==> src/bsx_pkg.sv <==
// bsx_pkg: register map, field positions, reset values and engine states
// of the bit-string expansion unit.
// assumes a 32-bit apb register bus and a byte-wide external memory port.
package bsx_pkg;

  localparam logic [7:0]  bsx_base_off    = 8'h00;
  localparam logic [7:0]  bsx_offset_off  = 8'h04;
  localparam logic [7:0]  bsx_count_off   = 8'h08;
  localparam logic [7:0]  bsx_tw_off      = 8'h0c;
  localparam logic [7:0]  bsx_ctrl_off    = 8'h10;
  localparam logic [7:0]  bsx_stat_off    = 8'h14;

  localparam int          bsx_ctrl_start  = 0;
  localparam int          bsx_ctrl_op     = 1;
  localparam int          bsx_stat_busy   = 0;
  localparam int          bsx_stat_long   = 1;
  localparam int          bsx_stat_done   = 2;

  localparam logic [31:0] bsx_reg_rst     = 32'h0000_0000;
  localparam logic [31:0] bsx_contig_max  = 32'h0000_0019;
  localparam logic [23:0] bsx_table_bytes = 24'h00_0400;
  localparam logic [1:0]  bsx_last_byte   = 2'h3;

  typedef enum logic [3:0] {
    bsx_st_idle = 4'h1,
    bsx_st_tbl  = 4'h2,
    bsx_st_rd   = 4'h4,
    bsx_st_wr   = 4'h8
  } bsx_state_type;

endpackage : bsx_pkg

==> src/bsx_bit_addr.sv <==
// bsx_bit_addr: turns a byte base and a signed bit offset into a byte
// address and a bit position inside that byte.
// assumes a 24-bit byte address space; higher bits wrap silently.
`timescale 1ns/1ps
module bsx_bit_addr (
  input  wire logic [31:0] base,
  input  wire logic [31:0] offset,
  output logic      [23:0] byte_addr,
  output logic      [2:0]  bit_pos
);

  logic [31:0] bit_sum;

  // two's complement add lets a negative offset reach bytes below the base
  assign bit_sum   = {base[28:0], 3'h0} + offset;
  assign byte_addr = bit_sum[26:3];
  assign bit_pos   = bit_sum[2:0];

endmodule : bsx_bit_addr

==> src/bsx_unit.sv <==
// bsx_unit: contiguous and perpendicular bit-string set engine with its
// operand registers on apb and a byte-wide read-modify-write memory port.
// assumes memory answers each request with a one-cycle mem_ack while
// mem_req is held, and that the lookup table is loaded before a start.
//
// The APB register port and the placing of the registers were chosen for this implementation.
`timescale 1ns/1ps
module bsx_unit
  import bsx_pkg::*;
(
  input  wire logic        clock,
  input  wire logic        rst_b,
  input  wire logic        psel,
  input  wire logic        penable,
  input  wire logic        pwrite,
  input  wire logic [7:0]  paddr,
  input  wire logic [31:0] pwdata,
  output logic      [31:0] prdata,
  output logic             pready,
  output logic             pslverr,
  output logic             mem_req,
  output logic             mem_we,
  output logic      [23:0] mem_addr,
  output logic      [7:0]  mem_wdata,
  input  wire logic [7:0]  mem_rdata,
  input  wire logic        mem_ack,
  output logic             busy,
  output logic             long_flag
);

  bsx_state_type st_q, st_d;
  logic [31:0] base_q, base_d, offset_q, offset_d, count_q, count_d, tw_q, tw_d;
  logic [31:0] mask_q, mask_d, prdata_q, prdata_d;
  logic [7:0]  hold_q, hold_d, wdata_q, wdata_d;
  logic [23:0] addr_q, addr_d;
  logic [1:0]  idx_q, idx_d;
  logic        op_q, op_d, busy_q, busy_d, long_q, long_d, done_q, done_d;
  logic        req_q, req_d, we_q, we_d, pready_q, pready_d, slverr_q, slverr_d;
  logic        go_long, go_short, finish, cg_next;
  logic        setup, wr_acc, mapped;
  logic [31:0] rd_mux;
  logic [23:0] tgt_byte;
  logic [2:0]  tgt_bit;
  logic [9:0]  tbl_idx;
  logic [7:0]  mask_byte, set_bits;

  bsx_bit_addr u_bit_addr (
    .base      (base_q),
    .offset    (offset_q),
    .byte_addr (tgt_byte),
    .bit_pos   (tgt_bit)
  );

  assign setup     = psel & ~penable;
  assign wr_acc    = psel & penable & pready_q & pwrite;
  // one 32-bit mask word per (count, start bit): 32 x 8 x 4 bytes = 1k
  assign tbl_idx   = {count_q[4:0], tgt_bit, idx_q};
  assign mask_byte = mask_q[{idx_q, 3'h0} +: 8];
  assign set_bits  = op_q ? (8'h01 << tgt_bit) : mask_byte;

  always_comb begin
    mapped = 1'b1;
    rd_mux = bsx_reg_rst;
    case (paddr)
      bsx_base_off:   rd_mux = base_q;
      bsx_offset_off: rd_mux = offset_q;
      bsx_count_off:  rd_mux = count_q;
      bsx_tw_off:     rd_mux = tw_q;
      bsx_ctrl_off:   rd_mux = {30'h0, op_q, 1'b0};
      bsx_stat_off:   rd_mux = {29'h0, done_q, long_q, busy_q};
      default:        mapped = 1'b0;
    endcase
  end

  always_comb begin
    st_d     = st_q;
    base_d   = base_q;
    offset_d = offset_q;
    count_d  = count_q;
    tw_d     = tw_q;
    mask_d   = mask_q;
    hold_d   = hold_q;
    wdata_d  = wdata_q;
    addr_d   = addr_q;
    idx_d    = idx_q;
    op_d     = op_q;
    busy_d   = busy_q;
    long_d   = long_q;
    done_d   = done_q;
    req_d    = req_q;
    we_d     = we_q;
    go_long  = 1'b0;
    go_short = 1'b0;
    finish   = 1'b0;
    cg_next  = 1'b0;
    // zero-wait slave: read data is latched in the setup cycle
    pready_d = setup;
    slverr_d = setup & ~mapped;
    prdata_d = setup ? rd_mux : prdata_q;

    // operand writes during a run are dropped so the run stays coherent
    if (wr_acc && !busy_q) begin
      case (paddr)
        bsx_base_off:   base_d   = pwdata;
        bsx_offset_off: offset_d = pwdata;
        bsx_count_off:  count_d  = pwdata;
        bsx_tw_off:     tw_d     = pwdata;
        bsx_ctrl_off: begin
          if (pwdata[bsx_ctrl_start]) begin
            op_d   = pwdata[bsx_ctrl_op];
            done_d = 1'b0;
            idx_d  = 2'h0;
            if (!pwdata[bsx_ctrl_op]) begin
              if (count_q > bsx_contig_max) begin
                go_long = 1'b1;
                long_d  = 1'b1;
                done_d  = 1'b1;
              end else begin
                go_short = 1'b1;
                long_d   = 1'b0;
                if (count_q == bsx_reg_rst) begin
                  done_d = 1'b1;
                end else begin
                  busy_d = 1'b1;
                  st_d   = bsx_st_tbl;
                end
              end
            end else if (count_q == bsx_reg_rst) begin
              done_d = 1'b1;
            end else begin
              busy_d = 1'b1;
              st_d   = bsx_st_rd;
            end
          end
        end
        default: ;
      endcase
    end

    case (st_q)
      bsx_st_idle: ;
      bsx_st_tbl: begin
        if (!req_q) begin
          req_d  = 1'b1;
          we_d   = 1'b0;
          addr_d = tw_q[23:0] + {14'h0, tbl_idx};
        end else if (mem_ack) begin
          req_d = 1'b0;
          mask_d[{idx_q, 3'h0} +: 8] = mem_rdata;
          if (idx_q == bsx_last_byte) begin
            idx_d = 2'h0;
            st_d  = bsx_st_rd;
          end else begin
            idx_d = idx_q + 2'h1;
          end
        end
      end
      bsx_st_rd: begin
        // bytes the pattern leaves empty need no memory cycle at all
        if (!op_q && mask_byte == 8'h00) begin
          cg_next = 1'b1;
        end else if (!req_q) begin
          req_d  = 1'b1;
          we_d   = 1'b0;
          addr_d = tgt_byte + (op_q ? 24'h0 : {22'h0, idx_q});
        end else if (mem_ack) begin
          req_d  = 1'b0;
          hold_d = mem_rdata;
          st_d   = bsx_st_wr;
        end
      end
      bsx_st_wr: begin
        if (!req_q) begin
          req_d   = 1'b1;
          we_d    = 1'b1;
          wdata_d = hold_q | set_bits;
        end else if (mem_ack) begin
          req_d = 1'b0;
          we_d  = 1'b0;
          if (!op_q) begin
            cg_next = 1'b1;
          end else begin
            count_d = count_q - 32'h0000_0001;
            if (count_q == 32'h0000_0001) begin
              finish = 1'b1;
            end else begin
              // signed add: +1/-1 walks the scan line, larger warps cross lines
              offset_d = offset_q + tw_q;
              st_d     = bsx_st_rd;
            end
          end
        end
      end
      default: st_d = bsx_st_idle;
    endcase

    if (cg_next) begin
      if (idx_q == bsx_last_byte) begin
        finish = 1'b1;
      end else begin
        idx_d = idx_q + 2'h1;
        st_d  = bsx_st_rd;
      end
    end
    if (finish) begin
      st_d   = bsx_st_idle;
      busy_d = 1'b0;
      done_d = 1'b1;
    end
  end

  always_ff @(posedge clock or negedge rst_b) begin
    if (!rst_b) begin
      st_q     <= bsx_st_idle;
      base_q   <= bsx_reg_rst;
      offset_q <= bsx_reg_rst;
      count_q  <= bsx_reg_rst;
      tw_q     <= bsx_reg_rst;
      mask_q   <= bsx_reg_rst;
      prdata_q <= bsx_reg_rst;
      hold_q   <= 8'h00;
      wdata_q  <= 8'h00;
      addr_q   <= 24'h00_0000;
      idx_q    <= 2'h0;
      op_q     <= 1'b0;
      busy_q   <= 1'b0;
      long_q   <= 1'b0;
      done_q   <= 1'b0;
      req_q    <= 1'b0;
      we_q     <= 1'b0;
      pready_q <= 1'b0;
      slverr_q <= 1'b0;
    end else begin
      st_q     <= st_d;
      base_q   <= base_d;
      offset_q <= offset_d;
      count_q  <= count_d;
      tw_q     <= tw_d;
      mask_q   <= mask_d;
      prdata_q <= prdata_d;
      hold_q   <= hold_d;
      wdata_q  <= wdata_d;
      addr_q   <= addr_d;
      idx_q    <= idx_d;
      op_q     <= op_d;
      busy_q   <= busy_d;
      long_q   <= long_d;
      done_q   <= done_d;
      req_q    <= req_d;
      we_q     <= we_d;
      pready_q <= pready_d;
      slverr_q <= slverr_d;
    end
  end

  assign prdata    = prdata_q;
  assign pready    = pready_q;
  assign pslverr   = slverr_q;
  assign mem_req   = req_q;
  assign mem_we    = we_q;
  assign mem_addr  = addr_q;
  assign mem_wdata = wdata_q;
  assign busy      = busy_q;
  assign long_flag = long_q;
endmodule : bsx_unit

==> config.mk <==
export PLATFORM = sky130hd
export DESIGN_NAME = bsx_unit
export DESIGN_NICKNAME = d
export VERILOG_FILES = /design/src/bsx_pkg.sv /design/src/bsx_bit_addr.sv /design/src/bsx_unit.sv
export SDC_FILE = /design/constraint.sdc
export NUM_CORES = 1
export LEC_CHECK = 0
export ABC_AREA = 1
export BUFFER_PORTS_ARGS = -buffer_cell sky130_fd_sc_hd__buf_2
export CORE_ASPECT_RATIO = 0.8
export CORE_MARGIN = 8
export CORE_UTILIZATION = 55
export CTS_BUF_LIST = sky130_fd_sc_hd__clkbuf_8
export DETAILED_ROUTE_END_ITERATION = 7
export PLACE_DENSITY_LB_ADDON = 0.05
export REMOVE_ABC_BUFFERS = 1
export SLEW_MARGIN = 20
export SYNTH_ARGS = -nofsm -noshare
export SYNTH_HDL_FRONTEND = slang
export SYNTH_SLANG_ARGS = --single-unit
export TNS_END_PERCENT = 100
==> constraint.sdc <==
create_clock -name clock -period 8.18 [get_ports clock]
set_input_delay 0.409 -clock clock [delete_from_list [all_inputs] [get_ports clock]]
set_output_delay 0.409 -clock clock [all_outputs]
set_load 0.05 [all_outputs]
==> Word level (Yosys, flattened, before mapping) <==
Index checks and enable logic that the tools add are counted.
{ "op_classes": {"n_eq_ne": 16, "order_cmp": 1, "reduce_logical": 27, "n_shift": 4, "n_addsub": 7, "n_mux": 88, "bitwise_logic": 11} }
{ "ops": {"columns": ["operator", "count"], "rows": [
  ["$mux 32", 13],
  ["$pmux 32 s6", 1],
  ["$mux 4", 20],
  ["$mux 24", 3],
  ["$pmux 24 s2", 1],
  ["$mux 1", 34],
  ["$add 32x32->32", 1],
  ["$bwmux 32", 1],
  ["$eq 32x1->1 const B", 1],
  ["$gt 32x5->1 const B", 1],
  ["$logic_not 32->1", 1],
  ["$shift 8x7->32 const A", 1],
  ["$shiftx 32x6->8", 1],
  ["$shiftx 8x7->32", 1],
  ["$sub 32x1->32 const B", 1],
  ["$add 27x27->27", 1],
  ["$add 24x10->24", 1],
  ["$add 24x2->24", 1],
  ["$mux 2", 10],
  ["$eq 8x4->1 const B", 2],
  ["$eq 8x5->1 const B", 2],
  ["$logic_not 8->1", 2],
  ["$pmux 4 s4", 1],
  ["$reduce_and 4->1", 4],
  ["other kinds (25)", 49]
]} }
{ "word_totals": {"register_bits": 246, "wordCells": 173, "input_bits": 54} }

==> Longest topological paths before layout <==
Gate-level depths: netlist of run 1.
{ "depth": {"word_depth": 15, "depth_mapped": 20, "mapped_depth_nobuf": 20} }

==> By module <==
From an unflattened synthesis of run 1, not the netlist that was laid out.
{ "unflattened": {"cells_unflattened": 2661, "area_unflattened_um2": 17845.9} }
{ "modules_own_cells": {"columns": ["mod", "cells_per_inst", "instances", "area_per_inst_um2", "seq_area_each_um2"], "rows": [
  ["bsx_unit", 2304, 1, 16059.2, 6157.2],
  ["bsx_bit_addr", 357, 1, 1786.7, 0.0]
]} }

==> Worst setup path after synthesis of run 1 <==
No wires, ideal clock.
{ "synth_timing": {"kind": "register to register", "startpoint": "reg offset_q[3]", "endpoint": "reg addr_q[18], in the netlist mem_addr[18]", "stages_incl_launch_ff": 17, "t_arrival_ps": 2541, "period_less_slack_ps": 2658, "setup_ps": 118, "path_slack_ps": 5522, "path_cell_list": "dfrtp_1 ha_1 fa_1 fa_1 inv_1 nor2_1 nand3_4 nor2_8 nand4_4 nor2_4 nand2_2 nor2_4 nand3_1 nand2_1 nand2_1 nand2_1 nand2_1"} }
{ "synth_between": {"elab_chain_cells": 5} }
{ "synth_rtl": {"columns": ["element", "line", "text"], "rows": [
  ["from (decl)", "bsx_unit.sv:32", "logic [31:0] base_q, base_d, offset_q, offset_d, count_q, count_d, tw_q, tw_d;"],
  ["from (signal assigned)", "bsx_unit.sv:216", "offset_q <= bsx_reg_rst;"],
  ["from (signal assigned)", "bsx_unit.sv:236", "offset_q <= offset_d;"],
  ["$add 27x27->27", "bsx_bit_addr.sv:15", "assign bit_sum = {base[28:0], 3'h0} + offset;"],
  ["$add 24x2->24", "bsx_unit.sv:165", "addr_d = tgt_byte + (op_q ? 24'h0 : {22'h0, idx_q});"],
  ["$mux 24", "bsx_unit.sv:162", "end else if (!req_q) begin"],
  ["$mux 24", "bsx_unit.sv:160", "if (!op_q && mask_byte == 8'h00) begin"],
  ["$pmux 24 s2", "bsx_unit.sv:140", "case (st_q)"],
  ["to (signal assigned)", "bsx_unit.sv:243", "addr_q <= addr_d;"],
  ["to (decl)", "bsx_unit.sv:35", "logic [23:0] addr_q, addr_d;"]
]} }
No other way between the ends. The select of a mux whose other input is x is not followed.
A chain may end at the register's enable or synchronous reset.

==> Final worst setup path of run 1 <==
{ "layout_timing": {"startpoint": "reg st_q[1]", "endpoint": "reg hold_q[7]"} }
{ "layout_between": {"elab_chain_cells": 2} }
{ "layout_rtl": {"columns": ["element", "line", "text"], "rows": [
  ["from (decl)", "bsx_unit.sv:31", "bsx_state_type st_q, st_d;"],
  ["from (signal assigned)", "bsx_unit.sv:214", "st_q <= bsx_st_idle;"],
  ["from (signal assigned)", "bsx_unit.sv:234", "st_q <= st_d;"],
  ["$eq 4x3->1", "bsx_unit.sv:140", null],
  ["$reduce_and 4->1 (no source line)", null, null],
  ["to (signal assigned)", "bsx_unit.sv:241", "hold_q <= hold_d;"],
  ["to (decl)", "bsx_unit.sv:34", "logic [7:0] hold_q, hold_d, wdata_q, wdata_d;"]
]} }
No other way between the ends.

==> results of run 1 <==
## Yosys cell counts (2+ instances only)
| library cell | instances |
|---|---|
| o211ai_1 | 5 |
| nor2_1 | 223 |
| o21a_1 | 3 |
| buf_4 | 2 |
| a221oi_1 | 30 |
| nand2_2 | 15 |
| xnor2_1 | 19 |
| nor3_2 | 3 |
| a31oi_1 | 19 |
| a21o_1 | 5 |
| buf_2 | 23 |
| dfrtp_1 | 245 |
| inv_1 | 310 |
| nor3_4 | 2 |
| nor2_4 | 7 |
| inv_2 | 8 |
| nand2_1 | 609 |
| nand4_2 | 2 |
| o21ai_0 | 286 |
| a21oi_1 | 150 |
| o22ai_1 | 26 |
| o221ai_1 | 2 |
| nor3_1 | 21 |
| nand4_1 | 43 |
| or2_2 | 4 |
| a211oi_1 | 11 |
| a2bb2oi_1 | 2 |
| nor4_1 | 6 |
| nand3_2 | 8 |
| nor2_2 | 9 |
| nand3b_1 | 4 |
| fa_1 | 4 |
| clkbuf_1 | 55 |
| nand3_1 | 137 |
| a21oi_2 | 3 |
| buf_6 | 2 |
| o31ai_1 | 2 |
| o21ai_1 | 22 |
| o21bai_1 | 11 |
| clkinv_1 | 3 |
| xor2_1 | 25 |
| and2_1 | 2 |
| ha_1 | 74 |
## final cells by class
class                           count  area, sq um  share of cell area
Clock buffer                       58          798              0.0420
Clock inverter                     17          113             0.00592
Tap cell                          420          526              0.0276
Multi-Input combinational cell   1808         9450               0.497
Timing Repair Buffer              142          773              0.0406
Inverter                          322         1210              0.0637
Sequential cell                   246         6160               0.324
## state kept, by name, summed over array words and instances, names as in the netlist, 2 cells and up
name	count
hold_q	8
idx_q	2
tw_q	32
mask_q	32
prdata	32
mem_addr	24
mem_wdata	8
offset_q	32
count_q	32
st_q	4
base_q	32
## layer usage
layer	routed length [microns]	up-vias	part of all wire	GRT usage
met5	0	-	0	0
met4	2010	0	0.035	0.110
met3	5600	118	0.098	0.0628
met2	23500	810	0.41	0.430
met1	26100	8100	0.46	0.453
li1	-	8378	-	-
## worst paths after layout
check / startpoint / to / slack [ns] / depth (start not counted)
worst max-delay path: st_q[1] / hold_q[7] / 4.87 / 9
worst min-delay path: psel / pready / 0.08 / 3
worst max register to register: st_q[1] / hold_q[7] / 4.87 / 9
worst min register to register: prdata[18] / prdata[18] / 0.47 / 2
max in group asynchronous: rst_b / prdata[30] / 5.90 / 4
min in group asynchronous: rst_b / mem_addr[23] / 0.37 / 2
## worst min-delay path: cells and delay by family
kind | cells | cell delay, ns
AND/OR/NAND/NOR | 1 | 0.06
buffers and inverters | 2 | 0.15
## per-stage QoR
step | total power, W | setup slack (ns) | util
after floorplan | 0.00129 | 4.56 | -
after global placement | 0.00136 | 5.03 | 0.583
after CTS | 0.00257 | 4.93 | 0.613
after detailed placement | 0.00136 | 4.96 | 0.583
final | 0.00255 | 4.87 | 0.613
after global routing | 0.00263 | 4.52 | 0.613
## power groups by stage
stage,sequential (W),clock (W),combinational (W)
4_1_cts,0.00123,0.00122,0.000116
2_1_floorplan,0.00125,0,0.0000431
3_5_place_dp,0.00125,0,0.000115
3_3_place_gp,0.00125,0,0.000113
6_report,0.00123,0.00120,0.000116
5_1_grt,0.00123,0.00127,0.000129
## cells by family after synthesis
family	share of synthesized area
and+or+nand+nor	0.280
xor gates and xnor gates	0.0225
AOI/OAI and AO/OA	0.188
buffers and inverters	0.0923
DFF	0.359
adders and majority gates	0.0586
==> impl_metrics.csv, run 1 <==
group,metric,value,unit
run_status,status,"finished clean",
final_layout,design_area,0.0190,sq mm
worst_setup_path,slowest_stage,"nor2_1",
detailed_routing,routed_wl,57300,microns
worst_setup_path,path_class,"reg -> reg",
final_layout,layoutNonFillerInstCount,3013,
clock_tree,ctsHtreeMaxLevel,2,
placement,port_buffers,123,
final_layout,nets,2696,
synthesis,synth_area,0.0172,sq mm
clock_tree,clkLatencyLatePin,0.60,ns
power,intPower,0.00191,W
detailed_routing,vias,17400,
synthesis,netlist.area_leader.share,0.357,
sta,finalSetupViolCount,0,
detailed_routing,via_per_inst,5.78,
power,switching_share,0.248,
worst_setup_path,cp.required,8.67,ns
sta,tightest_slew,1.03,ns
placement,dp_hpwl,43300,microns
worst_setup_path,worst-path-max-fanout,28,
worst_setup_path,max_stage_delay,0.98,ns
power,peakVddDrop,0.000124,V
die,row_count,58,
worst_setup_path,crit_chain,"nor2_1, inv_1, nor3_4, buf_4, clkinv_1, nor2_1, inv_1, nand2_1, nand2_1",
final_layout,area_growth,10.9,%
global_route,grt_pass1_vias,16400,
synthesis,avgSynthCellArea,6.98,sq um
detailed_routing,first_iter_violations,1769,
worst_setup_path,end_kind,"register",
sta,fmaxAchievable,0.302,GHz
placement,dpl_cell_area,0.0181,sq mm
die,core,0.0311,sq mm
worst_setup_path,arrival,3.80,ns
final_layout,layout-drive-gt1-share,0.108,
die,ioPinCount,124,
synthesis,yosysWarnings,0,
run,cap_violations,0,
final_layout,antenna_cells,0,
global_route,antenna_found_initial,0,
clock_tree,cts_root_buf,"clkbuf_8",
final_layout,layout_common_cells,"nand2_1, inv_1, o21ai_0",
detailed_routing,drc_errors,0,
sta,period_share,0.405,
worst_setup_path,path_buf_inv,4,
sta,final_hold_viol_count,0,
synthesis,async_reset_ff_frac,1.00,
placement,place.gp.congestion,0.974,
synthesis,syn_inst,2459,
die,die_w,213,microns
power,clock_power_share,0.472,
global_route,grt-ovfl-total,0,
final_layout,fill_cells,3029,
die,die_y,174,microns
sta,whs,0.0842,ns
placement,dp_cells,2936,
power,combPwrFrac,0.045,
synthesis,yosysTopAreaCell,"dfrtp_1",
clock_tree,clkSinkCount,246,
sta,rsz0062_at_grt,"no",
clock_tree,cts_buffers,44,
die,dieArea,0.0371,sq mm
power,power_density,134,mW/mm^2
hold_path,min_path_type,"in -> reg",
sta,slew_headroom,0.311,
sta,final.min_clock_period,3.31,ns
final_layout,final_common_cell,"nand2_1",
clock_tree,clk_pin_slew,0.06,ns
power,p_seq_frac,0.482,
detailed_routing,wl_per_cell,19.0,microns
power,power_leakage,9.68,nW
synthesis,synth_seq_area_share,0.359,
clock_tree,post-cts-setup-buffers,0,
synthesis,synth_cell_types,60,
sta,finalSetupTns,0,ns
global_route,grt_usage,0.305,
synthesis,synth-edff-count,0,
clock_tree,clockBufferDepth,3,
synthesis,synth_area_leaders,"dfrtp_1, nand2_1, o21ai_0",
clock_tree,cts-hold-fix-buffers,2,
clock_tree,cts.repair.resized,0,
global_route,grt_max_degree,72,
detailed_routing,drtPass1Iterations,6,
synthesis,synth_seq_cells,246,
worst_setup_path,crit_family,"buffers and inverters",
die,initial_utilization,0.552,
clock_tree,cts_tree,"yes",
worst_setup_path,critPathLaunchType,"register",
detailed_routing,antenna_left,0,
sta,skew,0.0249,ns
power,p_switching,0.000633,W
synthesis,synthFlopType,"dfrtp_1",
global_route,grt_pass1_wl,90300,microns
sta,drv_slew,0,
No activity file was read; power rests on OpenSTA's default activity.
==> inputs of run 2 (changes only) <==
- clock period: 8.18 -> 2.8 ns (I/O delays scaled with it)
==> impl_metrics.csv, run 2 (synthesis gave the netlist of run 1 again) <==
group,metric,value,unit
global_route,grt_usage,0.321,
worst_setup_path,critPathLaunchType,"register",
clock_tree,clkLatencyLatePin,0.61,ns
clock_tree,cts_buffers,44,
placement,place.gp.congestion,0.980,
sta,slew_headroom,0.287,
detailed_routing,drtPass1Iterations,6,
die,row_count,58,
worst_setup_path,r2r-start,"offset_q[3]",
global_route,use_met2,0.462,
die,ioPinCount,124,
power,power_leakage,10.3,nW
die,dieArea,0.0371,sq mm
final_layout,final_common_cell,"nand2_1",
clock_tree,ctsHtreeMaxLevel,2,
placement,dp_hpwl,45200,microns
sta,skew,0.0507,ns
die,die_w,213,microns
placement,port_buffers,123,
worst_setup_path,r2r_end,"mem_addr[19]",
detailed_routing,vias,18200,
die,core,0.0311,sq mm
sta,finalSetupTns,-0.441,ns
run_status,violations,"negative setup slack",
worst_setup_path,end_kind,"register",
clock_tree,clk_pin_slew,0.06,ns
sta,period_share,1.03,
sta,drv_slew,0,
sta,setup_slack,-0.0966,ns
power,intPower,0.00554,W
global_route,grt_max_degree,73,
power,switching_share,0.258,
worst_setup_path,cp.required,3.27,ns
power,peakVddDrop,0.000453,V
detailed_routing,antenna_left,0,
sta,rsz0062_at_grt,"yes",
worst_setup_path,worst-path-max-fanout,4,
detailed_routing,first_iter_violations,2185,
run,cap_violations,0,
worst_setup_path,rrSetupSlack,-0.1,ns
clock_tree,clkSinkCount,246,
die,die_y,174,microns
detailed_routing,drc_errors,0,
final_layout,layout_common_cells,"nand2_1, inv_1, o21ai_0",
clock_tree,cts_root_buf,"clkbuf_8",
power,total_power,0.00747,W
final_layout,area_growth,18.3,%
global_route,antenna_found_initial,1,
worst_setup_path,arrival,3.36,ns
power,p_switching,0.00192,W
global_route,grt_pass1_vias,17000,
power,combPwrFrac,0.054,
global_route,grt_pass1_wl,94200,microns
global_route,grtUsageMet3,0.0763,
global_route,busiest_layer,"met1",
sta,finalSetupViolCount,11,
clock_tree,cts_tree,"yes",
sta,tightest_slew,1.07,ns
sta,fmaxAchievable,0.345,GHz
detailed_routing,routed_wl,60700,microns
die,initial_utilization,0.552,
sta,final.min_clock_period,2.90,ns
hold_path,min_path_type,"in -> async",
clock_tree,clockBufferDepth,3,
detailed_routing,via_per_inst,5.78,
global_route,grt-ovfl-total,0,
detailed_routing,wl_per_cell,19.3,microns
worst_setup_path,path_class,"reg -> reg",
run_status,status,"complete, but fails checks",
final_layout,layout-drive-gt1-share,0.146,
power,power_density,368,mW/mm^2
power,p_seq_frac,0.480,
power,clock_power_share,0.466,
final_layout,nets,2830,
global_route,use_met1,0.469,
worst_setup_path,r2r_cells,16,
sta,final_hold_viol_count,0,
[run 2: cell count changes in the layout (fill, tap and decap cells not counted), moves of 4 or more]
cell | before | now
o21ai_0 | 286 | 280
buf_4 | 17 | 106
a21oi_1 | 150 | 144
a21oi_2 | 3 | 9
clkbuf_8 | 58 | 54
nor2_1 | 221 | 216
nor2_4 | 7 | 13
dlygate4sd3_1 | 2 | 44
[run 2: through the flow]
| stage | utilization | cell area (sq um) | worst slack, ns | hold WS [ns] | cells |
|---|---|---|---|---|---|
| 6_report | 0.653 | 20300 | -0.0966 | 0.102 | 3148 |
| 4_1_cts | 0.647 | 20100 | -0.0565 | 0.100 | 3137 |
| 3_5_place_dp | 0.603 | 18700 | -0.147 | 0.135 | 3015 |
| 3_3_place_gp | 0.603 | 18700 | -0.0945 | 0.127 | 3015 |
| 2_1_floorplan | - | 16800 | -0.553 | -0.156 | 2376 |
| 5_1_grt | 0.653 | 20300 | -0.219 | 0.140 | 3148 |
[run 2: per-layer routing]
layer | part of all wire | vias up | routed length (microns)
li1 | - | 8629 | -
met1 | 0.44 | 8529 | 26700
met2 | 0.42 | 913 | 25400
met3 | 0.11 | 130 | 6730
met4 | 0.030 | 0 | 1810
met5 | 0 | - | 0
[run 2: how the worst max path moves through the flow]
stage / start / endpoint / cells after the start
6_report: offset_q[3] / mem_addr[19] / 16
4_1_cts: base_q[0] / mem_addr[17] / 16
5_1_grt: offset_q[3] / mem_addr[19] / 16
2_1_floorplan: paddr[2] / offset_q[24] / 6
3_5_place_dp: base_q[0] / mem_addr[23] / 16
3_3_place_gp: base_q[0] / mem_addr[23] / 16
[run 2: worst max-delay path: stages, from the launching register on]
cell and delay [ns]:
dfrtp_1 0.39, ha_2 0.20, fa_1 0.46, ha_1 0.31, a21oi_2 0.05, nor2_2 0.13
nand3_2 0.13, nor2_4 0.16, nand3_4 0.10, nor2_4 0.17, nand3_4 0.12, nor2_4 0.16
nand4_1 0.09, o21ai_1 0.09, nand2_1 0.06, nand2_1 0.08, nand2_1 0.05
[run 2: what timing repair did]
| action | CTS | global route |
|---|---|---|
| setup endpoints to repair | 9 | 26 |
| hold buffers | 44 | 0 |
| gates cloned | 0 | 0 |
| resized for setup | 8 | 36 |
| buffers inserted | 3 | 10 |
| pin swaps | 9 | 20 |
| hold endpoints to repair | 238 | 0 |
[run 2: layout make-up]
cell class,count,area [sq um]
well taps,420,526
repair buffers,276,1920
inverters,322,1210
multi-input cells,1808,9590
fillers,2861,10800
clock buffers,54,743
diodes,1,2.50
clock inverters,21,135
flip-flops and latches,246,6160
[run 2: power groups by stage]
stage                     clock (W)  sequential, W  combinational [W]
after CTS                   0.00352        0.00358           0.000401
after global placement            0        0.00365           0.000346
after floorplan                   0        0.00366           0.000126
after global routing        0.00368        0.00358           0.000448
final                       0.00348        0.00359           0.000406
after detailed placement          0        0.00365           0.000351
==> inputs of run 3 (changes only) <==
- SKIP_CTS_REPAIR_TIMING: not set -> 1
==> impl_metrics.csv, run 3 (synthesis gave the netlist of run 1 again) <==
group,metric,value,unit
detailed_routing,vias,18200,
sta,fmaxAchievable,0.342,GHz
final_layout,layout-drive-gt1-share,0.146,
worst_setup_path,cp.required,3.26,ns
worst_setup_path,slowest_stage,"fa_1",
placement,place.gp.congestion,0.980,
worst_setup_path,critPathLaunchType,"register",
clock_tree,ctsHtreeMaxLevel,2,
final_layout,area_growth,18.1,%
final_layout,fill_cells,2860,
global_route,grt-ovfl-total,0,
clock_tree,cts_buffers,44,
worst_setup_path,arrival,3.39,ns
worst_setup_path,max_stage_delay,0.48,ns
final_layout,nets,2827,
sta,finalSetupViolCount,5,
clock_tree,clockBufferDepth,3,
die,die_y,174,microns
detailed_routing,via_per_inst,5.80,
detailed_routing,drc_errors,0,
sta,setup_slack,-0.127,ns
global_route,grt_usage,0.318,
die,row_count,58,
placement,dpl_cell_area,0.0187,sq mm
sta,rsz0062_at_grt,"yes",
worst_setup_path,crit_top_cell,"nand3_1",
detailed_routing,antenna_left,0,
worst_setup_path,end_kind,"register",
final_layout,layout_common_cells,"nand2_1, inv_1, o21ai_0",
clock_tree,clkLatencyLatePin,0.62,ns
worst_setup_path,worst-path-max-fanout,3,
detailed_routing,first_iter_violations,2080,
clock_tree,cts_root_buf,"clkbuf_8",
final_layout,multi_input_comb_area,0.00960,sq mm
detailed_routing,routed_wl,60700,microns
sta,skew,0.0524,ns
run_status,violations,"negative setup slack",
clock_tree,clkSinkCount,246,
final_layout,design_area,0.0203,sq mm
final_layout,regArea,0.00616,sq mm
clock_tree,cts_tree,"yes",
run_status,status,"complete, but fails checks",
die,dieArea,0.0371,sq mm
global_route,grt_pass1_vias,16800,
global_route,grt_max_degree,73,
detailed_routing,wl_per_cell,19.3,microns
run,cap_violations,0,
sta,tightest_slew,1.07,ns
hold_path,min_path_type,"in -> async",
placement,port_buffers,123,
worst_setup_path,path_class,"reg -> reg",
clock_tree,clk_pin_slew,0.06,ns
worst_setup_path,rrSetupSlack,-0.13,ns
die,ioPinCount,124,
worst_setup_path,crit_chain,"ha_2, fa_1, ha_1, a21oi_2, nor2_2, nand3_2, inv_1, nand2_1, nor2_1, nand3_1, nor2_2, nand3_1, nor2_1, nand3_1, nand3_1, a21oi_1",
die,initial_utilization,0.552,
worst_setup_path,r2r_cells,16,
sta,drv_slew,0,
placement,dp_hpwl,45200,microns
die,die_w,213,microns
global_route,grt_pass1_wl,93400,microns
placement,preCtsSetupSlack,-0.147,ns
die,core,0.0311,sq mm
global_route,antenna_found_initial,1,
final_layout,final_common_cell,"nand2_1",
worst_setup_path,r2r_end,"mem_addr[23]",
sta,final.min_clock_period,2.93,ns
worst_setup_path,r2r-start,"offset_q[3]",
sta,slew_headroom,0.289,
sta,period_share,1.05,
power,power_density,369,mW/mm^2
power,peakVddDrop,0.000450,V
detailed_routing,drtPass1Iterations,6,
sta,final_hold_viol_count,0,
power,power_leakage,10.3,nW
[run 3: per-layer routing]
metal / vias to the layer above / global-route usage / part of all wire
met3: 132 / 0.0787 / 0.11
li1: 8633 / - / -
met5: - / 0 / 0
met1: 8544 / 0.466 / 0.44
met2: 925 / 0.455 / 0.42
met4: 0 / 0.0933 / 0.030
[run 3: power breakdown]
part,total [W],switching [W],internal (W)
combinational,0.000406,0.000274,0.000132
clock,0.00349,0.00165,0.00184
sequential,0.00359,0.0000149,0.00357
[run 3: area by class of cell]
type	count	area share
antenna	1	0.000123
clock buffer	54	0.0367
clock inverter	21	0.00667
inverter	322	0.0597
multi-input combinational	1808	0.473
sequential	246	0.304
tap	420	0.0259
timing repair buffer	273	0.0937
[run 3: per-stage QoR]
step                power, W  utilization  cells  setup TNS, ns  hold WS, ns
detailed placement   0.00400        0.603   3015         -0.558        0.135
finish               0.00748        0.653   3145         -0.373        0.107
CTS                  0.00745        0.631   3090          -1.08       -0.496
global placement     0.00399        0.603   3015         -0.210        0.127
floorplan            0.00378            -   2376         -31.76       -0.156
global route         0.00771        0.653   3145          -1.49        0.140
[run 3: worst max-delay path, delay by kind of cell (launching register included)]
family	cells	cell delay (ns)
and+or+nand+nor	10	1.19
buffers and inverters	1	0.09
DFF	1	0.39
adders and majority gates	3	0.99
AOI/OAI and AO/OA	2	0.11
[run 3: worst max path at each step]
stage	startpoint	endpoint	slack, ns	depth (start not counted)
floorplan	paddr[2]	offset_q[24]	-0.55	6
finish	offset_q[3]	mem_addr[23]	-0.13	16
CTS	base_q[0]	mem_addr[23]	-0.20	16
global route	offset_q[3]	mem_addr[19]	-0.21	16
detailed placement	base_q[0]	mem_addr[23]	-0.15	16
global placement	base_q[0]	mem_addr[23]	-0.09	16
